$ cat src/design/ixe_regs.svh
// ixe_regs.svh: opcode patterns, field positions, reset values, timing
// assumes: included by bare name from the package and design modules
`ifndef IXE_REGS_SVH
`define IXE_REGS_SVH

// upper six bits of the 14-bit instruction word
`define IXE_OPC_INCREMENT   6'h0A
`define IXE_OPC_OR_IMM      6'h38
`define IXE_OPC_OR_REG      6'h04
`define IXE_OPC_MOVE        6'h08

// field positions inside the instruction word
`define IXE_OPC_MSB         13
`define IXE_OPC_LSB         8
`define IXE_DEST_BIT        7
`define IXE_ADDR_MSB        6
`define IXE_ADDR_LSB        0
`define IXE_IMM_MSB         7
`define IXE_IMM_LSB         0

// reset values
`define IXE_ACCUM_RST       8'h00
`define IXE_ZERO_RST        1'b0

// clocks per instruction cycle at 20 MHz (200 ns cycle)
`define IXE_CLKS_PER_INSTR  4

`endif

$ cat src/design/ixe_exec_fix.sv
// ixe_exec_fix.sv: intentionally empty companion, no module
// assumes: nothing

$ cat src/design/ixe_pkg.sv
// ixe_pkg.sv: types shared by the execute unit, its checker and the testbench
// assumes: ixe_regs.svh on the include path
`include "ixe_regs.svh"

package ixe_pkg;

  // decoded operation
  typedef enum logic [2:0] {
    OP_NONE,
    OP_INCREMENT,
    OP_OR_IMM,
    OP_OR_REG,
    OP_MOVE
  } ixe_op_t;

  // instruction word split into its fields
  typedef struct packed {
    logic [5:0] opcode;
    logic       dest;
    logic [6:0] addr;
  } ixe_instr_t;

  // one write to the register file
  typedef struct packed {
    logic       en;
    logic [6:0] addr;
    logic [7:0] data;
  } ixe_wr_t;

endpackage : ixe_pkg

$ cat src/design/ixe_file_mem.sv
// ixe_file_mem.sv: file register memory, one write and one read port
// assumes: single clock, read data registered one edge after address
`timescale 1ns/1ps

module ixe_file_mem #(
  parameter int DEPTH = 128,
  parameter int WIDTH = 8,
  parameter int AW    = 7
) (
  // clock
  input  wire logic             clk,
  // write port
  input  wire logic             wr_en,
  input  wire logic [AW-1:0]    wr_addr,
  input  wire logic [WIDTH-1:0] wr_data,
  // read port
  input  wire logic [AW-1:0]    rd_addr,
  output logic      [WIDTH-1:0] rd_data
);

  logic [WIDTH-1:0] mem [DEPTH];

  // contents are undefined until written; no reset on the array
  always_ff @(posedge clk) begin
    if (wr_en) begin
      mem[wr_addr] <= wr_data;
    end
  end

  // registered read, old data on a same-address write
  always_ff @(posedge clk) begin
    rd_data <= mem[rd_addr];
  end

endmodule : ixe_file_mem

$ cat src/design/ixe_exec.sv
// ixe_exec.sv: execute unit for increment, or-immediate, or-register and
// move-register instructions, with its own file register memory.
// assumes: instruction words come from fetch, synchronous to clk; the rest
// of the core preloads file registers through the load port.
//
// Notes on behaviour
// - add one to register; d=0 to accumulator, d=1 back; zero flag.
// - or-immediate ORs low eight bits into accumulator; zero flag.
// - OR accumulator with register; d selects destination; zero flag.
// - move copies register to accumulator (d=0) or rewrites it (d=1).
// - move updates zero flag from moved value, so d=1 tests a register.
`timescale 1ns/1ps
// opcode patterns, field positions and timing counts
`include "ixe_regs.svh"

module ixe_exec #(
  parameter int CLKS_PER_INSTR = `IXE_CLKS_PER_INSTR,
  parameter int DEPTH          = 128
) (
  // clock and reset
  input  wire logic                clk,
  input  wire logic                rst,
  // instruction from fetch
  input  wire logic                instr_valid,
  input  wire logic [13:0]         instr_word,
  // preload port from the rest of the core
  input  wire logic                load_en,
  input  wire logic [6:0]          load_addr,
  input  wire logic [7:0]          load_data,
  // architectural state
  output logic      [7:0]          accum,
  output logic                     zero_flag,
  // register file write, mirrored for the rest of the core
  output ixe_pkg::ixe_wr_t         file_wr,
  // end of instruction cycle
  output logic                     retire,
  output logic                     unknown_op,
  output logic                     instr_ready
);

  typedef enum logic [1:0] {
    PH_FETCH,
    PH_READ,
    PH_EXEC,
    PH_WRITE
  } ixe_phase_t;

  ixe_phase_t           phase;
  ixe_pkg::ixe_instr_t  ir;
  ixe_pkg::ixe_op_t     op;
  logic [7:0]           result;
  logic [7:0]           rd_data;
  logic                 to_file;
  logic [7:0]           wait_cnt;
  logic                 mem_wr_en;
  logic [6:0]           mem_wr_addr;
  logic [7:0]           mem_wr_data;
  logic                 instr_seen;

  // opcode in the upper six bits decides the operation
  function automatic ixe_pkg::ixe_op_t decode(input logic [5:0] opc);
    case (opc)
      `IXE_OPC_INCREMENT: decode = ixe_pkg::OP_INCREMENT;
      `IXE_OPC_OR_IMM:    decode = ixe_pkg::OP_OR_IMM;
      `IXE_OPC_OR_REG:    decode = ixe_pkg::OP_OR_REG;
      `IXE_OPC_MOVE:      decode = ixe_pkg::OP_MOVE;
      default:            decode = ixe_pkg::OP_NONE;
    endcase
  endfunction : decode

  // phase sequencer; exec phase stretched so one cycle = CLKS_PER_INSTR
  // a larger count only lengthens exec, so the read data stay valid
  always_ff @(posedge clk) begin
    if (rst) begin
      phase    <= PH_FETCH;
      wait_cnt <= 8'h00;
    end else begin
      case (phase)
        PH_FETCH: phase <= PH_READ;
        PH_READ:  phase <= PH_EXEC;
        PH_EXEC: begin
          if (wait_cnt >= 8'(CLKS_PER_INSTR - 4)) begin
            wait_cnt <= 8'h00;
            phase    <= PH_WRITE;
          end else begin
            wait_cnt <= wait_cnt + 8'h01;
          end
        end
        PH_WRITE: phase <= PH_FETCH;
        default:  phase <= PH_FETCH;
      endcase
    end
  end

  // ready only in fetch phase so the word is taken exactly once
  always_ff @(posedge clk) begin
    if (rst) begin
      instr_ready <= 1'b0;
    end else begin
      instr_ready <= (phase == PH_WRITE);
    end
  end

  // latch the instruction and its decoded operation; fields fixed by
  // position: addr in bits 6..0, destination in bit 7
  always_ff @(posedge clk) begin
    if (rst) begin
      ir <= '0;
      op <= ixe_pkg::OP_NONE;
    end else if (phase == PH_FETCH) begin
      ir <= ixe_pkg::ixe_instr_t'(instr_word);
      op <= instr_valid ? decode(instr_word[`IXE_OPC_MSB:`IXE_OPC_LSB])
                        : ixe_pkg::OP_NONE;
    end
  end

  // compute the result once read data is available
  // read data of the address latched at fetch arrive one edge later, by exec
  always_ff @(posedge clk) begin
    if (rst) begin
      result  <= 8'h00;
      to_file <= 1'b0;
    end else if (phase == PH_EXEC) begin
      to_file <= 1'b0;
      case (op)
        ixe_pkg::OP_INCREMENT: begin
          result  <= rd_data + 8'h01;
          to_file <= ir.dest;
        end
        ixe_pkg::OP_OR_IMM: begin
          result <= accum | {ir.dest, ir.addr};
        end
        ixe_pkg::OP_OR_REG: begin
          result  <= accum | rd_data;
          to_file <= ir.dest;
        end
        ixe_pkg::OP_MOVE: begin
          result  <= rd_data;
          to_file <= ir.dest;
        end
        default: result <= 8'h00;
      endcase
    end
  end

  // commit accumulator and zero flag at the end of the cycle
  // d=1 leaves the accumulator alone; the memory takes the result
  always_ff @(posedge clk) begin
    if (rst) begin
      accum     <= `IXE_ACCUM_RST;
      zero_flag <= `IXE_ZERO_RST;
    end else if (phase == PH_WRITE && op != ixe_pkg::OP_NONE) begin
      if (!to_file) begin
        accum <= result;
      end
      // every one of the four sets or clears zero, move included
      zero_flag <= (result == 8'h00);
    end
  end

  // status pulses, one clock long, at the commit edge
  always_ff @(posedge clk) begin
    if (rst) begin
      retire     <= 1'b0;
      unknown_op <= 1'b0;
    end else begin
      retire     <= (phase == PH_WRITE) && (op != ixe_pkg::OP_NONE);
      unknown_op <= (phase == PH_WRITE) && (op == ixe_pkg::OP_NONE)
                    && instr_seen;
    end
  end

  // remembers whether the fetch phase held a valid word
  always_ff @(posedge clk) begin
    if (rst) begin
      instr_seen <= 1'b0;
    end else if (phase == PH_FETCH) begin
      instr_seen <= instr_valid;
    end
  end

  // write-back wins over preload; a load in that clock is dropped
  always_comb begin
    if (phase == PH_WRITE && op != ixe_pkg::OP_NONE && to_file) begin
      mem_wr_en   = 1'b1;
      mem_wr_addr = ir.addr;
      mem_wr_data = result; // move with d=1 rewrites same value
    end else begin
      mem_wr_en   = load_en;
      mem_wr_addr = load_addr;
      mem_wr_data = load_data;
    end
  end

  // registered mirror of the write-back
  // addr and data follow every memory write; only en marks a write-back
  always_ff @(posedge clk) begin
    if (rst) begin
      file_wr <= '0;
    end else begin
      file_wr.en   <= mem_wr_en && (phase == PH_WRITE) && to_file
                      && (op != ixe_pkg::OP_NONE);
      file_wr.addr <= mem_wr_addr;
      file_wr.data <= mem_wr_data;
    end
  end

  // file registers; address held from fetch onward
  ixe_file_mem #(
    .DEPTH (DEPTH),
    .WIDTH (8),
    .AW    (7)
  ) u_mem (
    .clk     (clk),
    .wr_en   (mem_wr_en),
    .wr_addr (mem_wr_addr),
    .wr_data (mem_wr_data),
    .rd_addr (ir.addr),
    .rd_data (rd_data)
  );

endmodule : ixe_exec

$ cat config.mk
export PLATFORM = sky130hd
export DESIGN_NAME = ixe_exec
export DESIGN_NICKNAME = d
export VERILOG_FILES = /design/src/design/ixe_exec_fix.sv /design/src/design/ixe_pkg.sv /design/src/design/ixe_file_mem.sv /design/src/design/ixe_exec.sv
export VERILOG_INCLUDE_DIRS = /design/src /design/src/design
export SDC_FILE = /design/constraint.sdc
export NUM_CORES = 1
export LEC_CHECK = 0
export ABC_CLOCK_PERIOD_IN_PS = 4300
export BUFFER_PORTS_ARGS = -buffer_cell sky130_fd_sc_hd__buf_2
export CAP_MARGIN = 20
export CELL_PAD_IN_SITES_DETAIL_PLACEMENT = 1
export CELL_PAD_IN_SITES_GLOBAL_PLACEMENT = 1
export CORE_MARGIN = 1.5
export CORE_UTILIZATION = 56
export DETAILED_ROUTE_END_ITERATION = 8
export MAX_ROUTING_LAYER = met4
export PLACE_DENSITY = 0.81
export SYNTH_ARGS = -nofsm -noshare
export SYNTH_HDL_FRONTEND = slang
export SYNTH_SLANG_ARGS = --single-unit
$ cat constraint.sdc
create_clock -name clk -period 4.3 [get_ports clk]
set_input_delay 0.645 -clock clk [delete_from_list [all_inputs] [get_ports clk]]
set_output_delay 0.645 -clock clk [all_outputs]
set_load 0.05 [all_outputs]
* Word level (Yosys, flattened, before mapping)
Memories as Yosys holds them, arrays and structs flattened. A register that Yosys moved wholly into a read port is not among the register bits.
Index checks and enable logic that the tools add are counted.
** Word-level totals
- Register bits after elaboration :: 59
- RAM bits :: 1024
- Output and inout port bits :: 28
- Logic and storage cells :: 60
- Memories :: 1
** Cells by class
- Add/sub/neg operators :: 2
- Order comparisons :: 1
- Equality and inequality tests :: 12
- Multiplexer cells :: 12
- Bitwise gates (word level) :: 3
- Reduce and logical (&&, ||, !) cells :: 13
** Memory list
- u_mem.mem :: depth 128, bits a word 8, rd ports 1, clocked after memory_dff 1, wr ports 1, RTL line ixe_file_mem.sv:21 : logic [WIDTH-1:0] mem [DEPTH];
** Operators with widths (number)
- 8-bit one-hot mux with 4 select lines :: 1
- 8-bit by 1-bit adder with 8-bit output, second input constant :: 2
- 8-bit 2-to-1 mux :: 2
- 8-bit bitwise OR :: 2
- 6-bit by 4-bit == test with 1-bit output, second input constant :: 2
- 3-bit one-hot mux with 4 select lines :: 1
- 8-bit by 1-bit greater-or-equal comparator with 1-bit output, second input constant :: 1
- 8-bit logical NOT :: 1
- 2-bit one-hot mux with 4 select lines :: 1
- 1-bit logical AND :: 7
- 7-bit 2-to-1 mux :: 1
- 3-bit by 2-bit == test with 1-bit output, second input constant :: 2
- 6-bit by 3-bit == test with 1-bit output, second input constant :: 1
- 6-bit == test, second input constant :: 1
- 2-bit == test, second input constant :: 2
- 1-bit 2-to-1 mux :: 4
- 3-bit by 1-bit == test with 1-bit output, second input constant :: 1
- 3-bit == test, second input constant :: 1
- 3-bit logical NOT :: 1
- 3-bit 2-to-1 mux :: 1
- 3-bit nonzero test :: 1
- 3-bit OR reduction :: 1
- 2-bit by 1-bit == test with 1-bit output, second input constant :: 1
- 2-bit logical NOT :: 1
- 4 further kinds :: 4

* Longest topological paths before layout
Gate-level depths: netlist of the first run.
- Depth after elaboration :: 7
- Mapped depth :: 8
- Mapped depth without buffers :: 6

* By module
From an unflattened synthesis of the first run, not the netlist that was laid out.
** Unflattened totals
- Cell total of the unflattened synthesis :: 1897
- Area, all modules :: 42145.4 um2
** By module, submodules not included
- ixe_file_mem :: instances 1, cells each 1635, area each 39665.5 um2, seq. area each 30909.6 um2
- ixe_exec :: instances 1, cells each 262, area each 2479.9 um2, seq. area each 1021.0 um2

* Least setup slack after synthesis of the first run
OpenSTA, ideal clock, no wires.
- Path type :: reg2reg
- Start :: register op[2]
- End :: memory u_mem.mem[0][3], data pin
- Data arrival time :: 3.223 ns
- Data required time :: 3.789 ns
- Slack :: 0.566 ns
- Cell stages (with the launch flop) :: 6
- Buffers on the path :: 2
- Cells stage by stage :: dfxtp_1 > o311ai_1 > clkbuf_1 > clkbuf_1 > nand2_1 > nand2_1
** Between the ends
- Longest elaborated chain between the ends :: 4
** RTL lines
- from (decl) :: RTL line ixe_exec.sv:50 : ixe_pkg::ixe_op_t op;
- from (signal assigned) :: RTL line ixe_exec.sv:109 : op <= ixe_pkg::OP_NONE;
- from (signal assigned) :: RTL line ixe_exec.sv:112 : op <= instr_valid ? decode(instr_word[`IXE_OPC_MSB:`IXE_OPC_LSB])
- 3-bit nonzero test :: RTL line ixe_exec.sv:184 : if (phase == PH_WRITE && op != ixe_pkg::OP_NONE && to_file) begin
- 1-bit logical AND (2 in a row) :: RTL line ixe_exec.sv:184
- 8-bit 2-to-1 mux :: RTL line ixe_exec.sv:184
- named net mem_wr_data[3] :: RTL line ixe_exec.sv:57 : logic [7:0] mem_wr_data;
- to (decl) :: RTL line ixe_file_mem.sv:21
The timed path passes the listed nets, and every way through them passes these cells.

* Worst setup path in the final report of the first run
- Start :: register phase[1]
- End :: memory u_mem.mem[36][4] (enable)
** Between the ends
- Longest elaborated chain between the ends :: 6
- Elaborated cells between the ends (all ways) :: 7
- Classes of those cells :: eq/ne: 1; mux: 4; reduce/logical: 2
** RTL lines
- from (decl) :: RTL line ixe_exec.sv:48 : ixe_phase_t phase;
- from (signal assigned) :: RTL line ixe_exec.sv:75 : phase <= PH_FETCH;
- from (signal assigned) :: RTL line ixe_exec.sv:79 : PH_FETCH: phase <= PH_READ;
- from (signal assigned) :: RTL line ixe_exec.sv:80 : PH_READ: phase <= PH_EXEC;
- 2-bit == test * :: RTL line ixe_exec.sv:184
- 1-bit logical AND * (2 in a row) :: RTL line ixe_exec.sv:184
- 1-bit 2-to-1 mux :: RTL line ixe_exec.sv:184
- 1-bit 2-to-1 mux :: RTL line ixe_file_mem.sv:25 : if (wr_en) begin
- 1-bit 2-to-1 mux (implied by the code) :: RTL line ixe_file_mem.sv:26 : mem[wr_addr] <= wr_data;
Every way passes the cells marked *; elsewhere a longest branch is shown, timed or not.

==> reports/results.ini, run 1 <==
[detailed_routing]
drc=0
ant_nets=0
dr.pass1.iters=6
wire_per_inst_um=35.9
drt_iter0_markers=3183
via_per_inst=6.83
routed_wl_mm=117
detailroute.via_count=22300

[pwr]
peakVddDrop_mv=0.377
leakage_uw=0.0152
p_per_area_mw_per_mm2=506

[run_status]
status=finished, final reports clean

[finish]
layout.area.seq_mm2=0.0319
finalCoreUtilization_pct=64.8
drive_gt1_share_pct=32.9
layout.cells.non_filler=3265
fill_cells=5920
fin_nets=2239
multi_input_area_mm2=0.00977
area_growth_syn_to_layout_pct=14.7

[yosys]
synth_seq_cells=1083
yosysTopAreaCellShare_pct=73.1
synthAdderAreaFrac_pct=0.149
async_flop_share_pct=0
yosysTopAreaCell=edfxtp_1
yosysSeqAreaShare_pct=75.9
synthXorXnorAreaFrac_pct=0.0833
synth-simple-area-share_pct=3.12
syn_area_mm2=0.0421
yosysUniqueCellTypes=43
synth_top_family_by_area=multiplexers
syn_avg_cell_area_um2=21.5
yosys_most_used_dff=edfxtp_1
synth_area_leaders=edfxtp_1 73%, mux4_2 18%, dfxtp_1 2.8%
ys_warn_count=0
synth_cells=1957
synth_nets=1995
synth_compound_area_share_pct=1.27
synth_edf_count=1024
synth.area.mux_share_pct=18.4

[clocking]
cts-resized-gates=0
cts-root-buf=clkbuf_16
cts_tree=built
numCtsBuffers=106
htreeDepth=3
cts_setup_buffers=0
clk_pin_slew_ns=0.06
clkSinkCount=1083
holdBufCountCts=0
insertion_delay_ns=0.70
clockBufferDepth=3

[global_routing]
grt_pass1_wl_mm=170
grt_max_degree=100
antenna_found_initial=2
grt_pass1_vias=23200
grt-ovfl-total=0
grt_usage_pct=32.3

[sta]
worst_pin_slew_ns=1.02
slew_viol_final=0
rsz0062_at_grt=no
hold_violations=0
timing.fmax_mhz=279
period_needed_ns=3.58
period_share_pct=83.3
finalSetupTns_ns=0
slew_headroom_pct=32.1
fin_skew_ns=0.0317
setup_viol=0
worst_slack_ns=0.719

[critical_path]
critical_path_class=flop to flop
slowest_delay_ns=0.90
timing.critical_path.mode_cell=buf_4
crit_fanout=17
crit_family=simple AND/OR/NAND/NOR gates
crit_chain=ha_1, o311ai_4, buf_4, or3_1, o31ai_1, buf_4, nand2_1, nor2_1
cp_slowest_cell=nor2_1
setup.worst_path.start_class=flop
worstPathArrival_ns=3.88
worstSetupEndpointType=flop
cp.required_ns=4.60
crit_buf_inv=2

[floorplan]
die-width_um=277
io_pins=61
core_area_mm2=0.0744
rows=100
die_y_um=277
initial_core_util_pct=56.5
dieArea_mm2=0.0768

[place]
port_buffers=60
placedCellCount=3062
dp_slack_ns=0.805
gp_congestion=0.904
dpl.hpwl_mm=69.9

[worst_hold_path]
hold_path.class=input pin to flop

[job]
cap_violations=0

-- power by group --
group	total (uW)	switching, uW	internal (uW)
clock	9370	4090	5280
sequential	12000	354	11600
combinational	3060	1600	1460
total	24400	6040	18400
-- layout make-up --
type,instances,area share [%]
Clock inverter,75,1.39
Antenna cell,2,0.0104
Inverter,7,0.0544
Sequential cell,1083,66.2
Multi-Input combinational cell,763,20.2
Timing Repair Buffer,240,3.86
Tap cell,969,2.51
Clock buffer,126,5.76
-- Yosys cell counts (all sizes together), types with 2 or more instances --
cell       n
nand2     97
and3       2
mux4     336
or3        6
inv        7
mux2i      9
nand2b    15
o21ai     27
nand3b     9
ha         5
and2       5
xor2       2
clkbuf    53
nor2b      7
nand3      9
nor4       3
or4        2
a22oi      5
dfxtp     59
buf       51
mux2       8
o211ai     2
a21oi     43
a211oi     2
edfxtp  1024
o31ai      3
o22ai      7
nor2     146
xnor2      2
-- cells in the final DEF, fill, tap and decap left out, types with 3 or more instances in the layout --
| cell type | count |
|---|---|
| nor4_1 | 3 |
| nand2_4 | 8 |
| o21ai_0 | 27 |
| ha_1 | 5 |
| o22ai_1 | 7 |
| nand2_1 | 89 |
| mux2i_1 | 9 |
| dfxtp_4 | 4 |
| edfxtp_1 | 1024 |
| or3_1 | 6 |
| nand3_1 | 9 |
| dfxtp_1 | 55 |
| nor2_1 | 146 |
| clkinv_2 | 25 |
| mux4_2 | 336 |
| clkbuf_1 | 17 |
| nand3b_1 | 9 |
| o31ai_1 | 3 |
| nor2b_1 | 7 |
| clkinvlp_4 | 4 |
| a21oi_1 | 43 |
| nand2b_1 | 15 |
| buf_4 | 163 |
| clkinv_1 | 27 |
| inv_6 | 4 |
| a22oi_1 | 5 |
| inv_1 | 7 |
| bufinv_16 | 11 |
| and2_1 | 5 |
| buf_2 | 60 |
| clkbuf_16 | 108 |
| mux2_2 | 8 |
| buf_12 | 17 |
-- flip-flops by register name, indices dropped and copies added, names as in the netlist, 2 cells and up --
signal and cells:
accum 8, file_wr 16, phase 2, ir 8, u_mem.rd_data 8, result 8, u_mem.mem 1024, op 3
-- metal layers --
| layer | share of wire (%) | global-route usage, % | vias up |
|---|---|---|---|
| met5 | 0 | - | - |
| met4 | 4.5 | 13.2 | 0 |
| met3 | 8.7 | 5.39 | 307 |
| met2 | 51 | 52.1 | 1556 |
| met1 | 36 | 41.4 | 11800 |
| li1 | - | - | 8629 |
-- path summary, 6_finish.rpt --
kind / startpoint / endpoint / slack (ns) / depth (start not counted)
max: phase[1]$_SDFF_PP0_ / u_mem.mem[36][4]$_DFFE_PP_ / 0.72 / 8
min: instr_word[3] / ir[3]$_SDFFE_PP0N_ / 0.21 / 3
min reg2reg: zero_flag$_SDFFE_PP0N_ / zero_flag$_SDFFE_PP0N_ / 0.46 / 2
max reg2reg: phase[1]$_SDFF_PP0_ / u_mem.mem[36][4]$_DFFE_PP_ / 0.72 / 8
-- per-stage QoR --
stage               hold slack [ns]  cell area [um2]  total power (uW)
floorplan                     0.410            42100             14000
global placement              0.456            44800             15100
detailed placement            0.458            44800             15200
CTS                           0.198            48300             24500
global route                  0.229            48300             24900
finish                        0.214            48300             24400
-- cells by family (layout without fill, tap and decap cells) --
logic type      Yosys count  in the layout
compound gates           95             95
xor+xnor                  4              4
fa+ha+maj                 5              5
buf+inv                 111            448
flops                  1083           1083
mux                     353            353
other cells               0              2
simple gates            306            306
-- worst min-delay path, cell delays in order --
cell and delay, ns:
buf_2 0.08, mux2i_1 0.06, nor2_1 0.09
(Power assumes the default switching activity.)
==> inputs of run 2 (changes only) <==
--- a/config.mk
+++ b/config.mk
@@ -6,16 +6,17 @@
 export SDC_FILE = /design/constraint.sdc
 export NUM_CORES = 1
 export LEC_CHECK = 0
-export ABC_CLOCK_PERIOD_IN_PS = 4300
+export ABC_AREA = 1
+export ABC_CLOCK_PERIOD_IN_PS = 3140
 export BUFFER_PORTS_ARGS = -buffer_cell sky130_fd_sc_hd__buf_2
 export CAP_MARGIN = 20
 export CELL_PAD_IN_SITES_DETAIL_PLACEMENT = 1
 export CELL_PAD_IN_SITES_GLOBAL_PLACEMENT = 1
 export CORE_MARGIN = 1.5
-export CORE_UTILIZATION = 56
+export CORE_UTILIZATION = 46
 export DETAILED_ROUTE_END_ITERATION = 8
 export MAX_ROUTING_LAYER = met4
-export PLACE_DENSITY = 0.81
+export PLACE_DENSITY = 0.77
 export SYNTH_ARGS = -nofsm -noshare
 export SYNTH_HDL_FRONTEND = slang
 export SYNTH_SLANG_ARGS = --single-unit
==> constraint.sdc (replaced) <==
create_clock -name clk -period 3.14 [get_ports clk]
set_input_delay 0.471 -clock clk [delete_from_list [all_inputs] [get_ports clk]]
set_output_delay 0.471 -clock clk [all_outputs]
set_load 0.05 [all_outputs]
==> run 2 against run 1 <==
  * Via count increased by 41%
  * Sequential share of layout area decreased by 2.8 points
  * Critical path depth unchanged
  * Non-clock buffer count increased by 23
  * First-iteration DRC count increased by 1.9%
  * Cell area increased by 4.5%
  * Core utilization decreased by 12 points
  * Die area increased by 27%
  * Largest cell class unchanged
==> reports/results.ini, run 2 <==
[yosys]
yosysSeqAreaShare_pct=72.4
ys_warn_count=0
synth_edf_count=1024
async_flop_share_pct=0
netlist_top_cells_count=1236 x nand2_1, 1024 x edfxtp_1, 943 x nand3_1
syn_avg_cell_area_um2=11.4
yosysTopAreaCellShare_pct=69.7
syn_area_mm2=0.0441
synth_most_common_cell=nand2_1
synth_area_leaders=edfxtp_1 70%, nand3_1 11%, nand2_1 11%
yosysUniqueCellTypes=32
synth_seq_cells=1083
synth_nets=3913
yosys_most_used_dff=edfxtp_1
synth_cells=3875
yosysTopAreaCell=edfxtp_1

[detailed_routing]
drt_iter0_markers=3245
routed_wl_mm=133
dr.pass1.iters=6
via_per_inst=5.85
drc=0
wire_per_inst_um=24.8
detailroute.via_count=31300
ant_nets=0

[finish]
largest-register=u_mem.mem
finalCoreUtilization_pct=53.1
drive_gt1_share_pct=11.6
final_common_cell=nand2_1
mostFrequentLayoutCells=1236 x nand2_1, 1024 x edfxtp_1, 943 x nand3_1, 175 x buf_4, 150 x nor2_1
largest_reg_flops=1024
final_cell_area_mm2=0.0504
top_regs=u_mem.mem x1024, file_wr x16
fin_nets=4043
num_antenna_cells=0
area_growth_syn_to_layout_pct=14.4

[global_routing]
grt_max_degree=129
grt-ovfl-total=0
grt_pass1_vias=32100
grt_usage_pct=27.9
antenna_found_initial=0
grt_pass1_wl_mm=200

[critical_path]
startpoint=op[0]$_SDFFE_PP0N_
r2r_end=u_mem.mem[117][5]$_DFFE_PP_
setup.worst_path.start_class=flop
timing.critical_path.mode_cell=nor2_4
cp.depth=8
critPathCapture=u_mem.mem[117][5]$_DFFE_PP_
r2r_start=op[0]$_SDFFE_PP0N_
cp_slowest_cell=a21oi_4
worstSetupEndpointType=flop
crit_family=compound AO/OA/AOI/OAI gates
rrSetupSlack_ns=0.17
crit_fanout=52
crit_chain=or2_1, nor2_4, nor2_4, nand2_4, inv_1, buf_4, a21oi_4, buf_12
worstPathArrival_ns=3.44
cp.required_ns=3.61
rr_worst_depth=8
crit_buf_inv=3
critical_path_class=flop to flop
slowest_delay_ns=0.86

[sta]
fin_skew_ns=0.0367
finalSetupTns_ns=0
slew_headroom_pct=26.8
setup_viol=0
rsz0062_at_grt=no
timing.fmax_mhz=337
worst_pin_slew_ns=1.09
hold_violations=0
slew_viol_final=0
period_share_pct=94.5
period_needed_ns=2.97

[worst_hold_path]
hold_path.class=input pin to flop

[floorplan]
die-width_um=313
rows=113
initial_core_util_pct=46.4
io_pins=61
die_y_um=313
core_area_mm2=0.0950
dieArea_mm2=0.0977

[place]
dpl-instance-area_mm2=0.0470
gp_congestion=0.862
port_buffers=60
dpl.hpwl_mm=79.4

[clocking]
insertion_delay_ns=0.70
clockBufferDepth=3
htreeDepth=3
cts-root-buf=clkbuf_16
numCtsBuffers=108
clkSinkCount=1083
cts-resized-gates=0
holdBufCountCts=0
clk_pin_slew_ns=0.07
cts_setup_buffers=0
cts_tree=built

[pwr]
leakage_uw=0.0182
p_per_area_mw_per_mm2=735
peakVddDrop_mv=0.473
total_power_uw=37100

[job]
cap_violations=0

[run_status]
status=finished, final reports clean

==> run 2: cell count changes in the layout (fill, tap and decap cells not counted), sizes merged, moves of 13 or more <==
cell	delta
buf	+23
nor2	+13
nand2	+1153
clkbuf	+14
mux4	-336
inv	+51
nand3	+935
nand2b	-15
==> run 2: how the worst min path moves through the flow <==
stage	startpoint	end	slack (ns)	cells past startpoint
after floorplan	instr_seen$_SDFFE_PP0N_	instr_seen$_SDFFE_PP0N_	0.44	2
after global placement	instr_seen$_SDFFE_PP0N_	instr_seen$_SDFFE_PP0N_	0.46	2
after detailed placement	instr_seen$_SDFFE_PP0N_	instr_seen$_SDFFE_PP0N_	0.47	2
after CTS	instr_word[7]	ir[7]$_SDFFE_PP0N_	0.02	3
after global routing	instr_word[7]	ir[7]$_SDFFE_PP0N_	0.07	3
final	instr_word[7]	ir[7]$_SDFFE_PP0N_	0.05	3
==> run 2: metrics by stage <==
step | setup slack [ns] | cells | hold WS [ns]
2_1_floorplan | 0.0467 | 3875 | 0.437
3_3_place_gp | 0.420 | 5160 | 0.462
3_5_place_dp | 0.269 | 5160 | 0.468
4_1_cts | 0.174 | 5359 | 0.0195
5_1_grt | 0.0844 | 5359 | 0.0684
6_report | 0.173 | 5359 | 0.0468
==> run 2: kinds of logic after synthesis <==
group / count (synthesis) / share of synthesized area, %
compound gates: 96 / 1.25
fa+ha+maj: 5 / 0.142
buf+inv: 308 / 2.81
flops: 1083 / 72.4
simple gates: 2383 / 23.4
==> run 2: worst register-to-register path: stages (launching register included) <==
cell and delay (ns):
dfxtp_1 0.34, or2_1 0.28, nor2_4 0.14, nor2_4 0.06
nand2_4 0.23, inv_1 0.15, buf_4 0.23, a21oi_4 0.86
buf_12 0.39
==> run 2: report_power, final <==
| part | internal, uW | switching, uW | leakage [uW] | total, uW |
|---|---|---|---|---|
| registers | 15900 | 168 | 0.00969 | 16100 |
| clock network | 7100 | 5560 | 0.00168 | 12700 |
| logic | 2110 | 6170 | 0.00682 | 8280 |
==> run 2: cell type report <==
cell class / instances / area (um2)
sequential: 1083 / 31900
clock inverter: 59 / 510
inverter: 65 / 262
fill: 9894 / 44600
clock buffer: 140 / 2940
timing repair buffer: 263 / 2170
multi-input combinational: 2484 / 11000
tap: 1265 / 1580
==> run 2: per-layer routing <==
metal  vias to the layer above  track usage (%)  part of all wire (%)
li1                      13900                -                     -
met1                     16000             36.7                    41
met2                      1274             45.0                    49
met3                       251             3.63                   6.8
met4                         0             9.07                   3.0
met5                         -                -                     0
==> inputs of run 3 (changes only) <==
--- a/config.mk
+++ b/config.mk
@@ -7,16 +7,17 @@
 export NUM_CORES = 1
 export LEC_CHECK = 0
 export ABC_AREA = 1
-export ABC_CLOCK_PERIOD_IN_PS = 3140
+export ABC_CLOCK_PERIOD_IN_PS = 3850
 export BUFFER_PORTS_ARGS = -buffer_cell sky130_fd_sc_hd__buf_2
 export CAP_MARGIN = 20
 export CELL_PAD_IN_SITES_DETAIL_PLACEMENT = 1
 export CELL_PAD_IN_SITES_GLOBAL_PLACEMENT = 1
 export CORE_MARGIN = 1.5
-export CORE_UTILIZATION = 46
+export CORE_UTILIZATION = 55
 export DETAILED_ROUTE_END_ITERATION = 8
 export MAX_ROUTING_LAYER = met4
-export PLACE_DENSITY = 0.77
+export PLACE_DENSITY = 0.86
+export SETUP_SLACK_MARGIN = 0.15
 export SYNTH_ARGS = -nofsm -noshare
 export SYNTH_HDL_FRONTEND = slang
 export SYNTH_SLANG_ARGS = --single-unit
==> constraint.sdc (replaced) <==
create_clock -name clk -period 3.85 [get_ports clk]
set_input_delay 0.5775 -clock clk [delete_from_list [all_inputs] [get_ports clk]]
set_output_delay 0.5775 -clock clk [all_outputs]
set_load 0.05 [all_outputs]
==> run 3 against run 2 <==
  * Critical path type unchanged
  * Worst hold slack better by 0.072 ns
  * Die area down 16%
  * Sequential cell count unchanged
  * First-iteration DRC count up 17%
  * Clock skew down 0.011 ns
  * Via count up 3.0%
  * Largest cell class unchanged
  * Critical path depth up 1
  * Largest power group unchanged
==> reports/results.ini, run 3 (synthesis gave the netlist of run 2 again) <==
[critical_path]
crit_chain=or2_1, nor2_4, nor2_4, nand2_4, nand2_1, o21ai_2, nor2_2, nand3_2, nor2_1
worstSetupEndpointType=flop
crit_fanout=17
rr_worst_depth=9
setup.worst_path.start_class=flop
worstPathArrival_ns=3.63
crit_family=simple AND/OR/NAND/NOR gates
cp_slowest_cell=nor2_1
rrSetupSlack_ns=0.54
cp.required_ns=4.17
timing.critical_path.mode_cell=nor2_4
critical_path_class=flop to flop
r2r_end=u_mem.mem[99][3]$_DFFE_PP_
slowest_delay_ns=0.89
r2r_start=op[0]$_SDFFE_PP0N_
crit_buf_inv=0

[worst_hold_path]
min_to=ir[7]$_SDFFE_PP0N_
hold_path.class=input pin to flop
hold_depth=3
min-delay-start=instr_word[7]

[finish]
largest_reg_flops=1024
largest-register=u_mem.mem
area_growth_syn_to_layout_pct=11.6
fin_nets=3906
final_cell_area_mm2=0.0492
mostFrequentLayoutCells=1236 x nand2_1, 1024 x edfxtp_1, 943 x nand3_1, 150 x nor2_1, 112 x clkbuf_16
final_common_cell=nand2_1
layout.cells.non_filler=5009
drive_gt1_share_pct=8.82
top_regs=u_mem.mem x1024, file_wr x16

[place]
placedCellCount=4805
dpl.hpwl_mm=80.2
port_buffers=60
dp_slack_ns=0.601
dpl-instance-area_mm2=0.0456
gp_congestion=0.855

[clocking]
cts-root-buf=clkbuf_16
holdBufCountCts=0
numCtsBuffers=109
cts_setup_buffers=0
cts_tree=built
clk_pin_slew_ns=0.06
cts-resized-gates=0
clockBufferDepth=3
insertion_delay_ns=0.70
htreeDepth=3
clkSinkCount=1083

[floorplan]
core_area_mm2=0.0791
initial_core_util_pct=55.7
io_pins=61
dieArea_mm2=0.0819
die_y_um=286
die-width_um=286
rows=103

[detailed_routing]
drt_iter0_markers=3808
routed_wl_mm=140
wire_per_inst_um=27.9
via_per_inst=6.44
dr.pass1.iters=6
detailroute.via_count=32300
drc=0
ant_nets=0

[pwr]
peakVddDrop_mv=0.408
p_per_area_mw_per_mm2=623
leakage_uw=0.0175

[sta]
slew_viol_final=0
hold_violations=0
worst_slack_ns=0.541
setup_viol=0
period_share_pct=85.9
hold_ws_ns=0.118
timing.fmax_mhz=302
rsz0062_at_grt=no
period_needed_ns=3.31
slew_headroom_pct=29.8
finalSetupTns_ns=0
worst_pin_slew_ns=1.05
fin_skew_ns=0.0255

[run_status]
status=finished, final reports clean

[global_routing]
grt-ovfl-total=0
grt_pass1_vias=33500
antenna_found_initial=1
grt_usage_pct=35.2
grt_max_degree=130
grt_pass1_wl_mm=209

[job]
cap_violations=0

[run 3: power breakdown]
part,internal (uW),switching (uW)
Combinational,1640,5200
Clock,5980,4630
Sequential,13000,214
[run 3: area by class of cell]
type | instances | area [um2]
Inverter | 65 | 262
Timing Repair Buffer | 125 | 1120
Fill cell | 7950 | 29900
Tap cell | 1050 | 1310
Clock inverter | 65 | 631
Antenna cell | 2 | 5.00
Clock buffer | 135 | 2910
Multi-Input combinational cell | 2484 | 11000
Sequential cell | 1083 | 31900
[run 3: how the worst max path moves through the flow]
| stage | startpoint | to | slack (ns) | cells past startpoint |
|---|---|---|---|---|
| floorplan | op[0]$_SDFFE_PP0N_ | u_mem.mem[0][0]$_DFFE_PP_ | -0.23 | 9 |
| global placement | op[0]$_SDFFE_PP0N_ | u_mem.mem[98][5]$_DFFE_PP_ | 0.78 | 8 |
| detailed placement | op[0]$_SDFFE_PP0N_ | u_mem.mem[74][3]$_DFFE_PP_ | 0.60 | 10 |
| CTS | op[0]$_SDFFE_PP0N_ | u_mem.mem[74][2]$_DFFE_PP_ | 0.50 | 8 |
| global route | op[0]$_SDFFE_PP0N_ | u_mem.mem[66][5]$_DFFE_PP_ | 0.39 | 9 |
| finish | op[0]$_SDFFE_PP0N_ | u_mem.mem[99][3]$_DFFE_PP_ | 0.54 | 9 |
[run 3: per-stage QoR]
stage | utilization [%] | power (uW)
after floorplan | - | 17400
after global placement | 57.7 | 19600
after detailed placement | 57.7 | 19900
after CTS | 62.1 | 30500
after global routing | 62.2 | 31400
final | 62.2 | 30700
[run 3: tightest hold or removal path: stages]
cell	delay (ns)
buf_2	0.07
nor2_1	0.03
nor2_1	0.09
[run 3: routing by layer]
layer | share of wire (%) | global-route usage, % | vias to the layer above
li1 | - | - | 13600
met1 | 36 | 43.0 | 16200
met2 | 50 | 57.2 | 1983
met3 | 8.8 | 5.99 | 454
met4 | 5.2 | 17.0 | 0
met5 | 0 | - | -
